===== src/hw/hcr_map.svh =====
`ifndef HCR_MAP_SVH
`define HCR_MAP_SVH

// ****************************************************************
// register offsets
// ****************************************************************
`define HCR_OFS_DEVCFG 8'h05
`define HCR_OFS_CHARGE 8'h06

// ****************************************************************
// field positions
// ****************************************************************
`define HCR_DEV_MSB 5
`define HCR_DEV_LSB 2
`define HCR_BIT_LPDIS 5
`define HCR_BIT_IND 4
`define HCR_BIT_GANG 3
`define HCR_BIT_PM 2
`define HCR_CHG_MSB 3
`define HCR_CHG_LSB 0

// ****************************************************************
// reset and fixed values
// ****************************************************************
`define HCR_RST_DEV 4'h0
`define HCR_RST_CHG 4'h0
`define HCR_RST_BYTE 8'h00
`define HCR_FIXED_ONE 1'b1
`define HCR_RSVD_DEV 2'h0
`define HCR_RSVD_CHG 4'h0

`endif


===== src/hw/hcr_pkg.sv =====
package hcr_pkg;

    // ************************************************************
    // modes and carriers
    // ************************************************************
    typedef enum logic [0:0] {
        HCR_MODE_I2C = 1'b0,
        HCR_MODE_SMBUS = 1'b1
    } hcr_mode_t;

    typedef struct packed {
        logic lp_disable;
        logic indicator;
        logic ganged;
        logic full_pm;
    } hcr_devcfg_t;

    typedef struct packed {
        hcr_devcfg_t dev;
        logic [3:0] charge;
    } hcr_strap_t;

    typedef struct packed {
        logic [7:0] addr;
        logic [7:0] data;
    } hcr_wr_t;

endpackage : hcr_pkg


===== src/hw/hcr_strap_capture.sv =====
`timescale 1ns/1ps
`include "hcr_map.svh"

module hcr_strap_capture import hcr_pkg::*; (
    input wire logic clock_i,
    input wire logic nrst_i,
    input wire logic variant_strapped_i,
    input wire logic serial_data_strap_pin_i,
    input wire logic indicator_addr3_strap_pin_i,
    input wire logic gang_addr2_strap_pin_i,
    input wire logic powermgmt_addr1_strap_pin_i,
    input wire logic [3:0] per_port_power_charge_straps_i,
    output logic cap_en_o,
    output logic variant_o,
    output hcr_strap_t strap_o
);

    typedef enum logic [0:0] {
        ST_CAPTURE = 1'b0,
        ST_RUN = 1'b1
    } hcr_cap_st_t;

    hcr_cap_st_t st_reg;
    logic variant_reg;
    logic port0_power_charge_strap;

    // ************************************************************
    // one capture cycle right after reset release
    // ************************************************************
    always_ff @(posedge clock_i) begin
        if (!nrst_i) begin
            st_reg <= ST_CAPTURE;
        end else begin
            st_reg <= ST_RUN;
        end
    end

    always_ff @(posedge clock_i) begin
        if (!nrst_i) begin
            variant_reg <= 1'b0;
        end else if (st_reg == ST_CAPTURE) begin
            variant_reg <= variant_strapped_i;
        end
    end

    assign cap_en_o = (st_reg == ST_CAPTURE);
    assign variant_o = variant_reg;
    assign port0_power_charge_strap = per_port_power_charge_straps_i[0];

    // ************************************************************
    // strap values as the package variant maps them
    // ************************************************************
    always_comb begin
        strap_o.dev.lp_disable = serial_data_strap_pin_i;
        strap_o.dev.full_pm = powermgmt_addr1_strap_pin_i;
        if (variant_strapped_i) begin
            strap_o.dev.indicator = indicator_addr3_strap_pin_i;
            strap_o.dev.ganged = gang_addr2_strap_pin_i;
            strap_o.charge = per_port_power_charge_straps_i;
        end else begin
            strap_o.dev.indicator = `HCR_FIXED_ONE;
            strap_o.dev.ganged = `HCR_FIXED_ONE;
            strap_o.charge = {4{port0_power_charge_strap}};
        end
    end

endmodule : hcr_strap_capture


===== src/hw/hcr_linkpm_gate.sv =====
`timescale 1ns/1ps

module hcr_linkpm_gate (
    input wire logic clock_i,
    input wire logic nrst_i,
    input wire logic lp_disable_i,
    input wire logic forced_linkpm_sent_i,
    input wire logic forced_linkpm_rcvd_i,
    input wire logic upstream_disconnect_i,
    output logic forced_o,
    output logic allowed_o
);

    logic forced_reg;
    logic allowed_reg;
    logic force_evt;

    assign force_evt = forced_linkpm_sent_i | forced_linkpm_rcvd_i;

    // ************************************************************
    // forced accept latch
    // ************************************************************
    // only power-on reset or upstream disconnect drops it; a force
    // arriving with a disconnect still wins so it is never lost
    always_ff @(posedge clock_i) begin
        if (!nrst_i) begin
            forced_reg <= 1'b0;
        end else if (force_evt) begin
            forced_reg <= 1'b1;
        end else if (upstream_disconnect_i) begin
            forced_reg <= 1'b0;
        end
    end

    always_ff @(posedge clock_i) begin
        if (!nrst_i) begin
            allowed_reg <= 1'b0;
        end else begin
            allowed_reg <= !lp_disable_i | forced_reg | force_evt;
        end
    end

    assign forced_o = forced_reg;
    assign allowed_o = allowed_reg;

endmodule : hcr_linkpm_gate


===== src/hw/hcr_config_regs.sv =====
`timescale 1ns/1ps
`include "hcr_map.svh"

module hcr_config_regs import hcr_pkg::*; (
    input wire logic clock_i,
    input wire logic nrst_i,
    input wire hcr_mode_t mode_i,
    input wire logic variant_strapped_i,
    input wire logic serial_data_strap_pin_i,
    input wire logic indicator_addr3_strap_pin_i,
    input wire logic gang_addr2_strap_pin_i,
    input wire logic powermgmt_addr1_strap_pin_i,
    input wire logic [3:0] per_port_power_charge_straps_i,
    input wire logic [3:0] port_used_i,
    input wire logic eeprom_wr_i,
    input wire hcr_wr_t eeprom_wr_data_i,
    input wire logic smbus_wr_i,
    input wire hcr_wr_t smbus_wr_data_i,
    input wire logic rd_en_i,
    input wire logic [7:0] rd_addr_i,
    input wire logic forced_linkpm_sent_i,
    input wire logic forced_linkpm_rcvd_i,
    input wire logic upstream_disconnect_i,
    output logic [7:0] rd_data_o,
    output logic link_lowpower_disable_o,
    output logic port_indicator_support_o,
    output logic ganged_power_o,
    output logic full_power_management_o,
    output logic [3:0] charge_port_enable_o,
    output logic lowpower_allowed_o,
    output logic forced_accept_o
);

    // ************************************************************
    // helpers
    // ************************************************************
    function automatic logic [3:0] merge_bits(
        input logic [3:0] old_v,
        input logic [3:0] new_v,
        input logic [3:0] mask
    );
        merge_bits = (old_v & ~mask) | (new_v & mask);
    endfunction : merge_bits

    // ************************************************************
    // declarations
    // ************************************************************
    hcr_devcfg_t dev_reg;
    logic [3:0] chg_reg;
    logic [7:0] rd_data_reg;
    hcr_strap_t strap_w;
    logic cap_en_w;
    logic variant_w;
    logic forced_w;
    logic allowed_w;
    logic i2c_take_w;
    logic smb_take_w;
    logic wr_take_w;
    hcr_wr_t wr_w;
    logic dev_wr_w;
    logic chg_wr_w;
    logic [3:0] dev_mask_w;

    // ************************************************************
    // strap capture and link power gate
    // ************************************************************
    hcr_strap_capture u_strap (
        .clock_i(clock_i),
        .nrst_i(nrst_i),
        .variant_strapped_i(variant_strapped_i),
        .serial_data_strap_pin_i(serial_data_strap_pin_i),
        .indicator_addr3_strap_pin_i(indicator_addr3_strap_pin_i),
        .gang_addr2_strap_pin_i(gang_addr2_strap_pin_i),
        .powermgmt_addr1_strap_pin_i(powermgmt_addr1_strap_pin_i),
        .per_port_power_charge_straps_i(per_port_power_charge_straps_i),
        .cap_en_o(cap_en_w),
        .variant_o(variant_w),
        .strap_o(strap_w)
    );

    hcr_linkpm_gate u_linkpm (
        .clock_i(clock_i),
        .nrst_i(nrst_i),
        .lp_disable_i(dev_reg.lp_disable),
        .forced_linkpm_sent_i(forced_linkpm_sent_i),
        .forced_linkpm_rcvd_i(forced_linkpm_rcvd_i),
        .upstream_disconnect_i(upstream_disconnect_i),
        .forced_o(forced_w),
        .allowed_o(allowed_w)
    );

    // ************************************************************
    // write source selection
    // ************************************************************
    // the mode picks the only legal writer; writes in the capture
    // cycle are dropped so the strap values always land first
    assign i2c_take_w = (mode_i == HCR_MODE_I2C) & eeprom_wr_i;
    assign smb_take_w = (mode_i == HCR_MODE_SMBUS) & smbus_wr_i;
    assign wr_take_w = !cap_en_w & (i2c_take_w | smb_take_w);
    assign wr_w = i2c_take_w ? eeprom_wr_data_i : smbus_wr_data_i;
    assign dev_wr_w = wr_take_w & (wr_w.addr == `HCR_OFS_DEVCFG);
    assign chg_wr_w = wr_take_w & (wr_w.addr == `HCR_OFS_CHARGE);

    // indicator and ganged are writable only on the strapped variant
    assign dev_mask_w = {1'b1, variant_w, variant_w, 1'b1};

    // ************************************************************
    // device configuration bits
    // ************************************************************
    always_ff @(posedge clock_i) begin
        if (!nrst_i) begin
            dev_reg <= `HCR_RST_DEV;
        end else if (cap_en_w) begin
            dev_reg <= strap_w.dev;
        end else if (dev_wr_w) begin
            dev_reg <= merge_bits(dev_reg,
                wr_w.data[`HCR_DEV_MSB:`HCR_DEV_LSB],
                dev_mask_w);
        end
    end

    // ************************************************************
    // charging enable bits
    // ************************************************************
    always_ff @(posedge clock_i) begin
        if (!nrst_i) begin
            chg_reg <= `HCR_RST_CHG;
        end else if (cap_en_w) begin
            chg_reg <= strap_w.charge;
        end else if (chg_wr_w) begin
            chg_reg <= merge_bits(chg_reg,
                wr_w.data[`HCR_CHG_MSB:`HCR_CHG_LSB],
                port_used_i);
        end
    end

    // ************************************************************
    // read port
    // ************************************************************
    // unmapped offsets answer zero; upper bits of the device
    // configuration byte are not held here and read zero too
    always_ff @(posedge clock_i) begin
        if (!nrst_i) begin
            rd_data_reg <= `HCR_RST_BYTE;
        end else if (rd_en_i) begin
            unique case (rd_addr_i)
                `HCR_OFS_DEVCFG: begin
                    rd_data_reg <= {2'h0, dev_reg, `HCR_RSVD_DEV};
                end
                `HCR_OFS_CHARGE: begin
                    rd_data_reg <= {`HCR_RSVD_CHG, chg_reg};
                end
                default: begin
                    rd_data_reg <= `HCR_RST_BYTE;
                end
            endcase
        end
    end

    // ************************************************************
    // outputs
    // ************************************************************
    assign rd_data_o = rd_data_reg;
    assign link_lowpower_disable_o = dev_reg.lp_disable;
    assign port_indicator_support_o = dev_reg.indicator;
    assign ganged_power_o = dev_reg.ganged;
    assign full_power_management_o = dev_reg.full_pm;
    assign charge_port_enable_o = chg_reg;
    assign lowpower_allowed_o = allowed_w;
    assign forced_accept_o = forced_w;
endmodule : hcr_config_regs


===== config.mk =====
export PLATFORM = sky130hd
export DESIGN_NAME = hcr_config_regs
export DESIGN_NICKNAME = d
export VERILOG_FILES = /design/src/hw/hcr_pkg.sv /design/src/hw/hcr_strap_capture.sv /design/src/hw/hcr_linkpm_gate.sv /design/src/hw/hcr_config_regs.sv
export VERILOG_INCLUDE_DIRS = /design/src /design/src/hw
export SDC_FILE = /design/constraint.sdc
export NUM_CORES = 1
export LEC_CHECK = 0
export ABC_AREA = 1
export ABC_CLOCK_PERIOD_IN_PS = 1600
export BUFFER_PORTS_ARGS = -buffer_cell sky130_fd_sc_hd__buf_2
export CAP_MARGIN = 15
export CORE_MARGIN = 1
export CORE_UTILIZATION = 41
export CTS_CLUSTER_SIZE = 25
export DETAILED_ROUTE_END_ITERATION = 16
export PLACE_DENSITY = 0.79
export SLEW_MARGIN = 20
export SYNTH_ARGS = -nofsm -noshare
export SYNTH_HDL_FRONTEND = slang
export SYNTH_SLANG_ARGS = --single-unit

===== constraint.sdc =====
create_clock -name clock_i -period 1.6 [get_ports clock_i]
set_clock_uncertainty 0.2 [all_clocks]
set_input_delay 0.16 -clock clock_i [delete_from_list [all_inputs] [get_ports clock_i]]
set_output_delay 0.16 -clock clock_i [all_outputs]
set_load 0.05 [all_outputs]

==> metrics.cfg <==
[synth]
synth_area_leader_cell = dfxtp_1
seq_area_frac_synth = 0.303
yosysWarnings = 0
synth_area_per_cell_um2 = 6.29
synth_area_leaders = dfxtp_1, nand2_1, nor2_1, a21oi_1, inv_1
synthCells = 189
synth_flop_cell = dfxtp_1
synth_top_cell_area_share = 0.303
synth_edf_count = 0
synth.most_common_cell = nand2_1
ys_ff_latch = 18
synth.distinct_cells = 30
synthArstFlopShare = 0
synth_common_cells = nand2_1, nor2_1, dfxtp_1, inv_1, a21oi_1
syn-cell-area_mm2 = 0.00119

[power_and_ir_drop]
power_density_mw_per_mm2 = 650
peakVddDrop_uv = 641
p_leak_uw = 0.000907

[global_routing]
grt_first_pass_wirelength_mm = 5.24
overflow = 0
grt_usage = 0.208
grt_max_degree = 13
antenna_found_initial = 0
grt_pass1_vias = 1261

[placement]
io_buffer_count = 73
gp_congestion = 0.852
numPlacedInstances = 293
dp_hpwl_mm = 2.43

[routing]
drt_wl_total_mm = 2.99
wl_per_cell_um = 9.96
viasPerCell = 4.77
ant_nets = 0
drt_iter0_markers = 36
first_pass_iters = 4
drc = 0
dr_total_vias = 1430

[sta]
finalCriticalPeriod_ns = 1.38
rsz0062_at_grt = false
fmax_mhz = 727
timing.final.crit_share = 0.860
finalSetupViolations = 0
hold_violations = 0
tns_ns = 0
drv_slew = 0

[cells_and_area]
diodes = 0
syn_to_final_growth_pct = 39.8
drive_gt1_frac = 0.372
fin_nets = 333
stdcell_count = 300

[critical_path]
endpoint_kind = flop
worstPathArrival_ns = 1.36
cp_data_required_time_ns = 1.59
crit_type = flop to flop
cpMostUsedCell = nand2_1
critPathTopFamily = simple AND/OR/NAND/NOR gates
critPathMaxStageDelay_ns = 0.41
cp-start-kind = flop
crit_slowest_cell = dfxtp_2
critPathBufInv = 0
critical_path.max_fanout = 7
crit_chain = nand2_1 > nor2_4 > nand3_4 > nand2_2 > nand3_1 > nand2_1 > nor2_1

[floorplan]
fp.dieH_um = 55.8
die_w_um = 55.8
io_pins = 80
dieArea_mm2 = 0.00312
placementRows = 19
coreArea_mm2 = 0.00276
initial_core_util = 0.431

[clock_tree]
cts_max_level = 1
clock-sinks = 18
cts_buffers = 3
cts_tree = done
cts_root_buffer = clkbuf_4
clk_latency_ns = 0.28
cts_setup_buffers = 0
clock_path_buffers = 2
clk_pin_slew_ns = 0.09

[worst_hold_path]
min_path_type = input pin to flop

[run]
maxCapViolCount = 0

[run_status]
status = completed

==> metrics by stage <==
step / power (µW) / worst slack, ns / hold slack, ns / util / instance area, µm²
floorplan: 747 / 0.226 / -0.0123 / - / 1190
global placement: 868 / 0.0595 / 0.219 / 0.579 / 1600
detailed placement: 871 / 0.0437 / 0.224 / 0.579 / 1600
CTS: 1090 / 0.0338 / 0.0100 / 0.606 / 1670
global route: 1160 / 0.109 / 0.0158 / 0.603 / 1660
finish: 1080 / 0.224 / 0.00237 / 0.603 / 1660
==> cell type report <==
type	instances	area, µm²
multi-input cells	146	717
repair buffers	83	450
fillers	293	1100
well taps	31	38.8
flip-flops and latches	18	362
clock buffers	3	22.5
inverters	19	71.3
==> layout by cell type (no fill, tap or decap), types with 2 or more instances in the layout <==
cell,n
nand4_1,5
nand2_1,47
nor2_4,4
inv_1,16
a21oi_1,13
inv_2,3
buf_4,6
o21ai_0,9
o21ai_1,3
dfxtp_1,17
buf_2,73
nor2_1,32
nand3b_1,4
conb_1,2
nand3_1,10
a31oi_1,2
nand2_2,5
clkbuf_4,3
dlygate4sd3_1,4
==> layer usage <==
layer,GRT usage,wire length [µm],up-vias
li1,-,-,766
met1,0.262,1380,615
met2,0.351,1400,42
met3,0.0512,163,7
met4,0.0662,43,0
met5,0,0,-
==> logic make-up (layout without fill, tap and decap cells) <==
kind of cell | after synthesis | count (layout) | synth area share
other cells | 1 | 2 | 0.00315
simple gates | 113 | 113 | 0.455
buf+inv | 26 | 105 | 0.0968
compound gates | 31 | 31 | 0.142
flops | 18 | 18 | 0.303
==> worst min-delay path, stage by stage <==
cell	delay [ns]
buf_2	0.08
nor2_1	0.04
o21a_1	0.09
nor2_1	0.08
==> worst paths after layout <==
check	slack (ns)	cells past startpoint	end	start
max reg2reg	0.22	7	flop	u_strap.st_reg
min reg2reg	0.29	2	rd_data_o[0]	flop
min	0.002	4	u_linkpm.forced_o	forced_linkpm_sent_i
max	0.22	7	flop	u_strap.st_reg
==> report_power, final <==
part | internal (µW) | switching (µW)
sequential | 476 | 19.6
combinational | 139 | 233
clock | 87.4 | 126
total | 702 | 378
==> repair_timing <==
item,CTS,global route
hold buffers,5,0
endpoints found under the setup margin,0,5
resized for setup,0,1
hold endpoints to repair,10,0
(Power assumes the default switching activity.)
